==> src/ptm_pkg.sv <==
/*
 Shared constants for the pulse timer module: register map, field
 positions, encodings and the byte merge used by 16-bit registers.
 Assumes a 32-bit AXI4-Lite register bus with byte addresses.
*/
package ptm_pkg;

	localparam int          AXI_AW       = 8;
	localparam int          CNT_W        = 16;
	localparam int          NCH_MAX      = 8;

	// Register byte addresses
	localparam logic [7:0]  ADDR_SC      = 8'h00;
	localparam logic [7:0]  ADDR_CNT     = 8'h04;
	localparam logic [7:0]  ADDR_MOD     = 8'h08;
	localparam logic [7:0]  ADDR_CH_BASE = 8'h10;
	localparam logic [2:0]  CH_CTRL_OFS  = 3'h0;
	localparam logic [2:0]  CH_VAL_OFS   = 3'h4;

	// Status and control fields
	localparam int          SC_TOF       = 7;
	localparam int          SC_TOIE      = 6;
	localparam int          SC_CENTER_ALIGN_SELECT     = 5;
	localparam int          SC_CLKS_LSB  = 3;
	localparam int          SC_PS_LSB    = 0;

	// Channel control fields
	localparam int          CH_FLAG      = 7;
	localparam int          CH_IE        = 6;
	localparam int          CH_MS_LSB    = 4;
	localparam int          CH_ELS_LSB   = 2;

	// Encodings
	localparam logic [1:0]  CS_OFF       = 2'h0;
	localparam logic [1:0]  CS_BUS       = 2'h1;
	localparam logic [1:0]  CS_FIX       = 2'h2;
	localparam logic [1:0]  CS_EXT       = 2'h3;
	localparam logic [1:0]  MS_IC        = 2'h0;
	localparam logic [1:0]  MS_OC        = 2'h1;
	localparam logic [1:0]  ELS_OFF      = 2'h0;
	localparam logic [1:0]  RESP_OKAY    = 2'h0;
	localparam logic [1:0]  RESP_SLVERR  = 2'h2;
	localparam logic [15:0] CNT_ZERO     = 16'h0000;
	localparam logic [15:0] CNT_FULL     = 16'hFFFF;

	typedef enum logic [1:0] {
		DIR_UP   = 2'b01,
		DIR_DOWN = 2'b10
	} ptm_dir_t;

	function automatic logic [15:0] ptm_merge16(input logic [15:0] old_v,
		input logic [15:0] new_v, input logic [1:0] strb);
		ptm_merge16 = {strb[1] ? new_v[15:8] : old_v[15:8],
			strb[0] ? new_v[7:0] : old_v[7:0]};
	endfunction

endpackage

==> src/ptm_chan.sv <==
/*
 One timer channel: input capture, output compare, edge- and
 center-aligned PWM, its value register, flag and pin control.
 Assumes the counter update pulse and count come from the top level.
*/
`timescale 1ns/1ps
module ptm_chan
	import ptm_pkg::*;
(
	// Clock and reset
	input  logic        aclk,
	input  logic        aresetn,
	// Counter view
	input  logic [15:0] count_value,
	input  logic        count_upd,
	input  logic        step_up,
	input  logic        center,
	input  logic        clock_on,
	// Configuration
	input  logic [1:0]  mode,
	input  logic [1:0]  els,
	input  logic        val_wr,
	input  logic [15:0] val_wdata,
	input  logic [1:0]  val_wstrb,
	input  logic        flag_clr,
	// Pin
	input  logic        pin_in,
	output logic        pin_out,
	output logic        pin_oe_n,
	// Status
	output logic [15:0] chan_value,
	output logic        chan_flag
);

	logic [15:0] value_r;
	logic        flag_r;
	logic        out_r;
	logic        out_nxt;
	logic        pin_d_r;

	wire els_on = (els != ELS_OFF);
	wire is_ic  = !center && (mode == MS_IC);
	wire is_oc  = !center && (mode == MS_OC);
	wire is_ep  = !center && mode[1];
	wire match  = count_upd && (count_value == value_r);
	wire start  = count_upd && (count_value == CNT_ZERO);
	wire rise   = pin_in && !pin_d_r;
	wire fall   = !pin_in && pin_d_r;
	wire cap    = is_ic && ((els[0] && rise) || (els[1] && fall));
	wire evt    = cap || (match && !is_ic);

	// Match beats period start so a zero value gives zero duty
	always_comb begin
		out_nxt = out_r;
		if (center) begin
			if (match)
				out_nxt = step_up ? els[0] : ~els[0];
		end else if (is_ep) begin
			if (match)
				out_nxt = els[0];
			else if (start)
				out_nxt = ~els[0];
		end else if (is_oc && match) begin
			case (els)
				2'h1: out_nxt = ~out_r;
				2'h2: out_nxt = 1'b0;
				2'h3: out_nxt = 1'b1;
				default: out_nxt = out_r;
			endcase
		end
	end

	always_ff @(posedge aclk) begin
		if (!aresetn) begin
			value_r <= 16'h0000;
			flag_r  <= 1'b0;
			out_r   <= 1'b0;
			pin_d_r <= 1'b0;
		end else begin
			pin_d_r <= pin_in;
			out_r   <= out_nxt;
			flag_r  <= evt || (flag_r && !flag_clr);
			if (val_wr)
				value_r <= ptm_merge16(value_r, val_wdata, val_wstrb);
			else if (cap)
				value_r <= count_value;
		end
	end

	assign pin_out    = out_r;
	assign pin_oe_n   = !(clock_on && els_on && !is_ic);
	assign chan_value = value_r;
	assign chan_flag  = flag_r;
endmodule

==> src/ptm_top.sv <==
/*
 Pulse timer module: 16-bit counter with prescaler and modulo, clock
 source selection, NCH channels and an AXI4-Lite register slave.
 Assumes pin inputs synchronous to aclk; the caller resolves pin drive.
*/
// Chosen here: register access over AXI4-Lite and the register offsets.
`timescale 1ns/1ps
module ptm_top
	import ptm_pkg::*;
#(
	parameter int NCH = 8
)
(
	// Clock and reset
	input  logic              aclk,
	input  logic              aresetn,
	// AXI4-Lite write
	input  logic [AXI_AW-1:0] awaddr,
	input  logic              awvalid,
	output logic              awready,
	input  logic [31:0]       wdata,
	input  logic [3:0]        wstrb,
	input  logic              wvalid,
	output logic              wready,
	output logic [1:0]        bresp,
	output logic              bvalid,
	input  logic              bready,
	// AXI4-Lite read
	input  logic [AXI_AW-1:0] araddr,
	input  logic              arvalid,
	output logic              arready,
	output logic [31:0]       rdata,
	output logic [1:0]        rresp,
	output logic              rvalid,
	input  logic              rready,
	// Clock sources and debug
	input  logic              fixed_clk_in,
	input  logic              external_count_clock,
	input  logic              background_debug_mode,
	// Channel pins
	input  logic [NCH-1:0]    pin_in,
	output logic [NCH-1:0]    channel_pin,
	output logic [NCH-1:0]    channel_pin_oe_n,
	// Interrupt requests
	output logic [NCH-1:0]    chan_irq,
	output logic              tc_irq
);

	if (NCH < 1 || NCH > NCH_MAX) begin : g_chk
		$error("ptm_top: NCH must be 1 to 8");
	end

	////////////////////////////////////////////////////////////////////////
	// Bus slave state

	logic [AXI_AW-1:0] awaddr_r;
	logic              aw_have_r;
	logic [31:0]       wdata_r;
	logic [3:0]        wstrb_r;
	logic              w_have_r;
	logic              bvalid_r;
	logic [1:0]        bresp_r;
	logic              rvalid_r;
	logic [31:0]       rdata_r;
	logic [1:0]        rresp_r;

	// Global control and counter state
	logic              tof_r;
	logic              toie_r;
	logic              center_align_select_r;
	logic [1:0]        clks_r;
	logic [2:0]        ps_r;
	logic [15:0]       mod_r;
	logic [15:0]       cnt_r;
	logic [15:0]       cnt_nxt;
	ptm_dir_t          dir_r;
	ptm_dir_t          dir_nxt;
	logic [6:0]        pre_r;
	logic              upd_r;
	logic              step_up_r;
	logic [2:0]        fix_s_r;
	logic [2:0]        ext_s_r;

	logic [NCH-1:0]    ch_wr_ctrl;
	logic [NCH-1:0]    ch_wr_val;
	logic [NCH-1:0]    ch_rd_hit;
	logic [31:0]       ch_rd_data [NCH];
	logic [31:0]       rd_mux;

	////////////////////////////////////////////////////////////////////////
	// Write decode; one write at a time, taken once both halves arrived

	assign awready = !aw_have_r && !bvalid_r;
	assign wready  = !w_have_r && !bvalid_r;
	assign bvalid  = bvalid_r;
	assign bresp   = bresp_r;

	wire        do_wr   = aw_have_r && w_have_r && !bvalid_r;
	wire        w_sc    = (awaddr_r == ADDR_SC);
	wire        w_cnt   = (awaddr_r == ADDR_CNT);
	wire        w_mod   = (awaddr_r == ADDR_MOD);
	wire        w_hit   = w_sc || w_cnt || w_mod || (|ch_wr_ctrl) || (|ch_wr_val);
	wire        cnt_wr  = do_wr && w_cnt;
	wire        sc_wr   = do_wr && w_sc && wstrb_r[0];
	wire [15:0] wd16    = wdata_r[15:0];
	wire [1:0]  ws16    = wstrb_r[1:0];

	always_ff @(posedge aclk) begin
		if (!aresetn) begin
			aw_have_r <= 1'b0;
			w_have_r  <= 1'b0;
			awaddr_r  <= '0;
			wdata_r   <= 32'h00000000;
			wstrb_r   <= 4'h0;
			bvalid_r  <= 1'b0;
			bresp_r   <= RESP_OKAY;
		end else begin
			if (awvalid && awready) begin
				aw_have_r <= 1'b1;
				awaddr_r  <= awaddr;
			end
			if (wvalid && wready) begin
				w_have_r <= 1'b1;
				wdata_r  <= wdata;
				wstrb_r  <= wstrb;
			end
			if (do_wr) begin
				aw_have_r <= 1'b0;
				w_have_r  <= 1'b0;
				bvalid_r  <= 1'b1;
				bresp_r   <= w_hit ? RESP_OKAY : RESP_SLVERR;
			end else if (bready) begin
				bvalid_r <= 1'b0;
			end
		end
	end

	////////////////////////////////////////////////////////////////////////
	// Read path: no read has any side effect on the timer

	wire r_sc  = (araddr == ADDR_SC);
	wire r_cnt = (araddr == ADDR_CNT);
	wire r_mod = (araddr == ADDR_MOD);
	wire r_hit = r_sc || r_cnt || r_mod || (|ch_rd_hit);

	assign arready = !rvalid_r;
	assign rvalid  = rvalid_r;
	assign rdata   = rdata_r;
	assign rresp   = rresp_r;

	always_comb begin
		rd_mux = 32'h00000000;
		if (r_sc)
			rd_mux = {24'h000000, tof_r, toie_r, center_align_select_r, clks_r, ps_r};
		if (r_cnt)
			rd_mux = {16'h0000, cnt_r};
		if (r_mod)
			rd_mux = {16'h0000, mod_r};
		for (int i = 0; i < NCH; i++) begin
			if (ch_rd_hit[i])
				rd_mux = ch_rd_data[i];
		end
	end

	always_ff @(posedge aclk) begin
		if (!aresetn) begin
			rvalid_r <= 1'b0;
			rdata_r  <= 32'h00000000;
			rresp_r  <= RESP_OKAY;
		end else if (arvalid && arready) begin
			rvalid_r <= 1'b1;
			rdata_r  <= rd_mux;
			rresp_r  <= r_hit ? RESP_OKAY : RESP_SLVERR;
		end else if (rready) begin
			rvalid_r <= 1'b0;
		end
	end

	////////////////////////////////////////////////////////////////////////
	// Clock source and prescaler

	// Edges are taken past the second stage only, so the first stage can
	// settle; an external clock must stay at or below half of aclk.
	wire fix_edge = fix_s_r[1] && !fix_s_r[2];
	wire ext_edge = ext_s_r[1] && !ext_s_r[2];

	logic src_tick;
	always_comb begin
		case (clks_r)
			CS_BUS:  src_tick = 1'b1;
			CS_FIX:  src_tick = fix_edge;
			CS_EXT:  src_tick = ext_edge;
			default: src_tick = 1'b0;
		endcase
	end

	// Only debug halts counting; wait mode has no effect here
	wire        run        = src_tick && !background_debug_mode;
	wire [7:0]  ps_one     = 8'h01 << ps_r;
	wire [6:0]  ps_mask    = ps_one[6:0] - 7'h01;
	wire        count_tick = run && ((pre_r & ps_mask) == ps_mask);

	////////////////////////////////////////////////////////////////////////
	// Counter

	wire        mod_free = (mod_r == CNT_ZERO) || (mod_r == CNT_FULL);
	wire [15:0] mod_top  = mod_free ? CNT_FULL : mod_r;
	wire        up_wrap  = (cnt_r == mod_top);
	wire        c_turn   = (dir_r == DIR_UP) && (cnt_r >= mod_r);
	wire        tof_set  = count_tick && !cnt_wr && (center_align_select_r ? c_turn : up_wrap);

	always_comb begin
		cnt_nxt = cnt_r;
		dir_nxt = dir_r;
		if (cnt_wr) begin
			cnt_nxt = CNT_ZERO;
			dir_nxt = DIR_UP;
		end else if (count_tick) begin
			if (!center_align_select_r) begin
				dir_nxt = DIR_UP;
				cnt_nxt = up_wrap ? CNT_ZERO : cnt_r + 16'h0001;
			end else if (c_turn) begin
				dir_nxt = DIR_DOWN;
				cnt_nxt = (cnt_r == CNT_ZERO) ? CNT_ZERO : cnt_r - 16'h0001;
			end else if (dir_r == DIR_UP) begin
				cnt_nxt = cnt_r + 16'h0001;
			end else begin
				cnt_nxt = (cnt_r == CNT_ZERO) ? CNT_ZERO : cnt_r - 16'h0001;
				if (cnt_r <= 16'h0001)
					dir_nxt = DIR_UP;
			end
		end
	end

	always_ff @(posedge aclk) begin
		if (!aresetn) begin
			cnt_r     <= CNT_ZERO;
			dir_r     <= DIR_UP;
			pre_r     <= 7'h00;
			upd_r     <= 1'b0;
			step_up_r <= 1'b1;
			fix_s_r   <= 3'h0;
			ext_s_r   <= 3'h0;
		end else begin
			fix_s_r   <= {fix_s_r[1:0], fixed_clk_in};
			ext_s_r   <= {ext_s_r[1:0], external_count_clock};
			cnt_r     <= cnt_nxt;
			dir_r     <= dir_nxt;
			upd_r     <= count_tick && !cnt_wr;
			step_up_r <= (dir_r == DIR_UP) && !c_turn;
			if (cnt_wr)
				pre_r <= 7'h00;
			else if (run)
				pre_r <= pre_r + 7'h01;
		end
	end

	////////////////////////////////////////////////////////////////////////
	// Global registers; reset leaves the clock off and nothing enabled

	always_ff @(posedge aclk) begin
		if (!aresetn) begin
			tof_r   <= 1'b0;
			toie_r  <= 1'b0;
			center_align_select_r <= 1'b0;
			clks_r  <= CS_OFF;
			ps_r    <= 3'h0;
			mod_r   <= CNT_ZERO;
		end else begin
			tof_r <= tof_set || (tof_r && !(sc_wr && wdata_r[SC_TOF]));
			if (sc_wr) begin
				toie_r  <= wdata_r[SC_TOIE];
				center_align_select_r <= wdata_r[SC_CENTER_ALIGN_SELECT];
				clks_r  <= wdata_r[SC_CLKS_LSB +: 2];
				ps_r    <= wdata_r[SC_PS_LSB +: 3];
			end
			if (do_wr && w_mod)
				mod_r <= ptm_merge16(mod_r, wd16, ws16);
		end
	end

	assign tc_irq = tof_r && toie_r;

	////////////////////////////////////////////////////////////////////////
	// Channels

	for (genvar i = 0; i < NCH; i++) begin : g_ch
		logic        ie_r;
		logic [1:0]  ms_r;
		logic [1:0]  els_r;
		logic [15:0] val;
		logic        flag;

		wire in_blk  = (awaddr_r[7:3] == 5'(ADDR_CH_BASE[7:3] + i));
		wire rin_blk = (araddr[7:3] == 5'(ADDR_CH_BASE[7:3] + i));
		assign ch_wr_ctrl[i] = in_blk && (awaddr_r[2:0] == CH_CTRL_OFS);
		assign ch_wr_val[i]  = in_blk && (awaddr_r[2:0] == CH_VAL_OFS);
		assign ch_rd_hit[i]  = rin_blk &&
			((araddr[2:0] == CH_CTRL_OFS) || (araddr[2:0] == CH_VAL_OFS));
		assign ch_rd_data[i] = (araddr[2:0] == CH_VAL_OFS) ? {16'h0000, val} :
			{24'h000000, flag, ie_r, ms_r, els_r, 2'h0};

		wire ctrl_wr = do_wr && ch_wr_ctrl[i] && wstrb_r[0];

		always_ff @(posedge aclk) begin
			if (!aresetn) begin
				ie_r  <= 1'b0;
				ms_r  <= MS_IC;
				els_r <= ELS_OFF;
			end else if (ctrl_wr) begin
				ie_r  <= wdata_r[CH_IE];
				ms_r  <= wdata_r[CH_MS_LSB +: 2];
				els_r <= wdata_r[CH_ELS_LSB +: 2];
			end
		end

		ptm_chan u_chan (
			.aclk        (aclk),
			.aresetn     (aresetn),
			.count_value (cnt_r),
			.count_upd   (upd_r),
			.step_up     (step_up_r),
			.center      (center_align_select_r),
			.clock_on    (clks_r != CS_OFF),
			.mode        (ms_r),
			.els         (els_r),
			.val_wr      (do_wr && ch_wr_val[i]),
			.val_wdata   (wd16),
			.val_wstrb   (ws16),
			.flag_clr    (ctrl_wr && wdata_r[CH_FLAG]),
			.pin_in      (pin_in[i]),
			.pin_out     (channel_pin[i]),
			.pin_oe_n    (channel_pin_oe_n[i]),
			.chan_value  (val),
			.chan_flag   (flag)
		);

		assign chan_irq[i] = flag && ie_r;
	end
endmodule

==> config.mk <==
export PLATFORM = sky130hd
export DESIGN_NAME = ptm_top
export DESIGN_NICKNAME = d
export VERILOG_FILES = /design/src/ptm_pkg.sv /design/src/ptm_chan.sv /design/src/ptm_top.sv
export SDC_FILE = /design/constraint.sdc
export NUM_CORES = 1
export LEC_CHECK = 0
export ABC_AREA = 0
export BUFFER_PORTS_ARGS = -buffer_cell sky130_fd_sc_hd__buf_2
export CAP_MARGIN = 20
export CELL_PAD_IN_SITES_DETAIL_PLACEMENT = 2
export CELL_PAD_IN_SITES_GLOBAL_PLACEMENT = 2
export CORE_MARGIN = 4
export CORE_UTILIZATION = 40
export DETAILED_ROUTE_END_ITERATION = 7
export PLACE_DENSITY = 0.87
export SETUP_SLACK_MARGIN = 0.1
export SYNTH_ARGS = -nofsm -noshare
export SYNTH_HDL_FRONTEND = slang
export SYNTH_HIERARCHICAL = 1
export SYNTH_SLANG_ARGS = --single-unit
==> constraint.sdc <==
create_clock -name aclk -period 9.98 [get_ports aclk]
set_clock_uncertainty 0.05 [all_clocks]
set_input_delay 0.499 -clock aclk [delete_from_list [all_inputs] [get_ports aclk]]
set_output_delay 0.499 -clock aclk [all_outputs]
set_load 0.005 [all_outputs]
==> results.sh <==
export IMPL_status="finished, violations left"
export IMPL_violations="design-rule violations"
export IMPL_drv_slew=0
export IMPL_yosysSeqAreaShare_pct=30.6
export IMPL_wl_per_cell_um=34.4
export IMPL_grt_total_usage_pct=37.0
export IMPL_async_flop_share_pct=0
export IMPL_cp_arrival_ps=4820
export IMPL_r2r_start="cnt_r[3]"
export IMPL_final_area_mm2=0.0216
export IMPL_vias=20500
export IMPL_path_cells="buf_4, ha_1, a2111oi_0, o21ai_0, a31o_2, nor2_1, or3_1, nor2_1, a2111oi_1, a21oi_1"
export IMPL_p_leak_uw=0.00856
export IMPL_stdcell_count=2955
export IMPL_layout_nets=2397
export IMPL_cts_resized=0
export IMPL_row_count=80
export IMPL_coreArea_mm2=0.0479
export IMPL_slowest_stage="nor2_1"
export IMPL_portBuffers=99
export IMPL_grt_ovfl_total=0
export IMPL_rsz0062_at_grt="no"
export IMPL_cell_internal_pwr_uw=2100
export IMPL_cts_buffers=38
export IMPL_fin_setup_tns_ps=0
export IMPL_synth_most_common_cell="nand2_1"
export IMPL_drtIter0Drc=2434
export IMPL_die_area_mm2=0.0522
export IMPL_synth_top_area_cell="dfxtp_1"
export IMPL_netlist_area_leader_share_pct=30.6
export IMPL_place_detailed_hpwl_um=59700
export IMPL_synth_compound_area_share_pct=20.3
export IMPL_first_global_vias=22200
export IMPL_grt_max_degree=124
export IMPL_multi_input_area_mm2=0.0126
export IMPL_cp_startpoint="cnt_r[3]"
export IMPL_synth_area_mux_share_pct=12.9
export IMPL_place_gp_congestion=0.946
export IMPL_place_inst=2878
export IMPL_fill_cells=5149
export IMPL_clock_root_buffer="clkbuf_16"
export IMPL_clkPwrFrac_pct=48.2
export IMPL_h_tree_depth=2
export IMPL_io_pins=136
export IMPL_cts_setup_buffers=0
export IMPL_maxCapViolations=0
export IMPL_crit_type="flop to flop"
export IMPL_synth_area_top_cells="dfxtp_1 (31%), mux2i_1 (13%), o211a_1 (6.8%), xnor2_1 (5.8%), nand2_1 (5.7%)"
export IMPL_antenna_found_initial=8
export IMPL_drive_above_1_share_pct=12.5
export IMPL_avgSynthCellArea_um2=8.65
export IMPL_seqPwrFrac_pct=42.4
export IMPL_drt_pass1_iterations=8
export IMPL_min_path_type="input port to flop"
export IMPL_clkSinkCount=297
export IMPL_post_dp_cell_area_mm2=0.0204
export IMPL_cp_start_kind="flop"
export IMPL_vdd_ir_drop_worst_mv=0.0958
export IMPL_area_growth_pct=11.2
export IMPL_syn_cell_area_mm2=0.0195
export IMPL_pwr_share_comb_pct=9.3
export IMPL_path_clk_slew_ps=60
export IMPL_wirelength_um=102000
export IMPL_grt_pass1_wl_um=148000
export IMPL_clkLatencyLatePin_ps=610
export IMPL_synth_flop_cell="dfxtp_1"
export IMPL_cts_hold_repair_buffers=0
export IMPL_start_util_pct=40.6
export IMPL_synthTopCellsByCount="nand2_1 (298), dfxtp_1 (297), mux2i_1 (248)"
export IMPL_fin_crit_ps=4430
export IMPL_crit_top_cell="nor2_1"
export IMPL_clock_path_buffers=3
export IMPL_p_sw_uw=858
export IMPL_p_sw_share_pct=29.0
export IMPL_cp_max_fo=40
export IMPL_synth_xor_area_share_pct=6.66
export IMPL_worstMarginPinSlew_ps=1290
export IMPL_die_h_um=229
export IMPL_synth_top_family_by_area="simple AND/OR/NAND/NOR gates"
export IMPL_slew_limit_headroom_pct=14.2
export IMPL_hold_viol=0
export IMPL_cp_top_family="compound AO/OA/AOI/OAI gates"
export IMPL_crit_buf_inv=1
export IMPL_drcViolationCount=1
export IMPL_synthCells=2251
export IMPL_cts_tree="done"
export IMPL_max_stage_delay_ps=780
export IMPL_post_route_period_util_pct=44.4
export IMPL_ys_warnings_count=6
export IMPL_setup_viol=0
export IMPL_hold_start="pin_in[6]"
export IMPL_required_ps=10370
export IMPL_viasPerCell=6.93
export IMPL_yosys_area_share_adder_pct=1.35
export IMPL_yosys_area_share_simple_pct=23.1
export IMPL_ys_types=89
export IMPL_end_kind="flop"
export IMPL_fmax_ghz=0.226
export IMPL_ys_ff_latch=297
export IMPL_area_sequential_mm2=0.00595
export IMPL_p_per_area_mw_per_mm2=137
export IMPL_synth_edf_count=0
export IMPL_die_x_um=229
export IMPL_postRouteAntennaNets=0
-- worst register-to-register path, cell delays in order, from the launching register on --
cell       delay (ps)
dfxtp_2           310
buf_4             610
ha_1              410
a2111oi_0         580
o21ai_0           350
a31o_2            330
nor2_1            780
or3_1             320
nor2_1             80
a2111oi_1         360
a21oi_1           130
-- layout by cell type, fill, tap and decap left out, drive strengths merged, types with 14 or more instances in the layout --
cell / instances
a211oi: 14
a21boi: 42
a21o: 25
a21oi: 63
a221oi: 29
a31oi: 19
and2: 45
and2b: 24
and3: 15
buf: 144
clkbuf: 60
conb: 18
dfxtp: 297
ha: 21
inv: 48
mux2i: 248
nand2: 299
nand2b: 16
nand3: 53
nand3b: 23
nand4: 37
nor2: 97
nor2b: 71
nor3: 29
nor4: 48
o211a: 133
o211ai: 17
o21ai: 77
o22ai: 28
or3: 17
xnor2: 129
xor2: 19
-- registers in the layout (all words and copies together) (netlist names), 2 cells and up --
register	cells
rdata	16
wstrb_r	2
ps_r	3
g_ch.ms_r	16
cnt_r	16
g_ch.ie_r	8
mod_r	16
wdata_r	16
awaddr_r	8
g_ch.u_chan/chan_value	128
ext_s_r	3
pre_r	7
g_ch.u_chan/chan_flag	8
clks_r	2
dir_r	2
g_ch.u_chan/pin_out	8
fix_s_r	3
g_ch.els_r	16
g_ch.u_chan/pin_d_r	8
-- through the flow --
step | power, uW | worst slack [ps] | util, % | hold slack [ps]
after floorplan | 1410 | 6630 | - | 362
after global placement | 1510 | 6150 | 42.5 | 368
after detailed placement | 1530 | 6010 | 42.5 | 390
after CTS | 2950 | 5640 | 45.1 | 80.1
after global routing | 3020 | 5430 | 45.1 | 86.0
final | 2960 | 5550 | 45.1 | 71.7
-- per-layer routing --
metal  vias up  global-route usage [%]  routed length, um
li1       8317                       -                  -
met1     10300                    42.6              37600
met2      1325                    59.2              45400
met3       540                    10.1               9940
met4         6                    26.8               8540
met5         -                       0                 41
-- power groups by stage --
stage,combinational (uW),sequential [uW],clock [uW]
4_1_cts,265,1250,1430
5_1_grt,287,1250,1480
3_5_place_dp,254,1280,0
3_3_place_gp,240,1270,0
2_1_floorplan,156,1260,0
6_report,275,1260,1430
-- final cells by class --
class	count	share of cell area, %
Tap cell	615	3.56
Sequential cell	297	27.5
Clock inverter	9	0.468
Multi-Input combinational cell	1776	58.4
Antenna cell	6	0.0694
Clock buffer	59	5.23
Inverter	48	0.833
Timing Repair Buffer	145	3.94
-- cells by family after synthesis --
kind of cell             after synthesis
AO/OA/AOI/OAI                        512
XOR/XNOR                             148
adder cells (fa/ha/maj)               21
buffers and inverters                195
flip-flops                           297
multiplexers                         250
other                                  1
AND/OR/NAND/NOR                      827
-- final timing paths --
check,slack [ps],endpoint,cells after the start
hold reg to reg,420,ext_s_r[1],1
setup reg to reg,5550,cnt_r[2],10
hold / removal,70,g_ch[6].u_chan/pin_d_r,2
setup / recovery,5550,cnt_r[2],10
(Power assumes the default switching activity.)
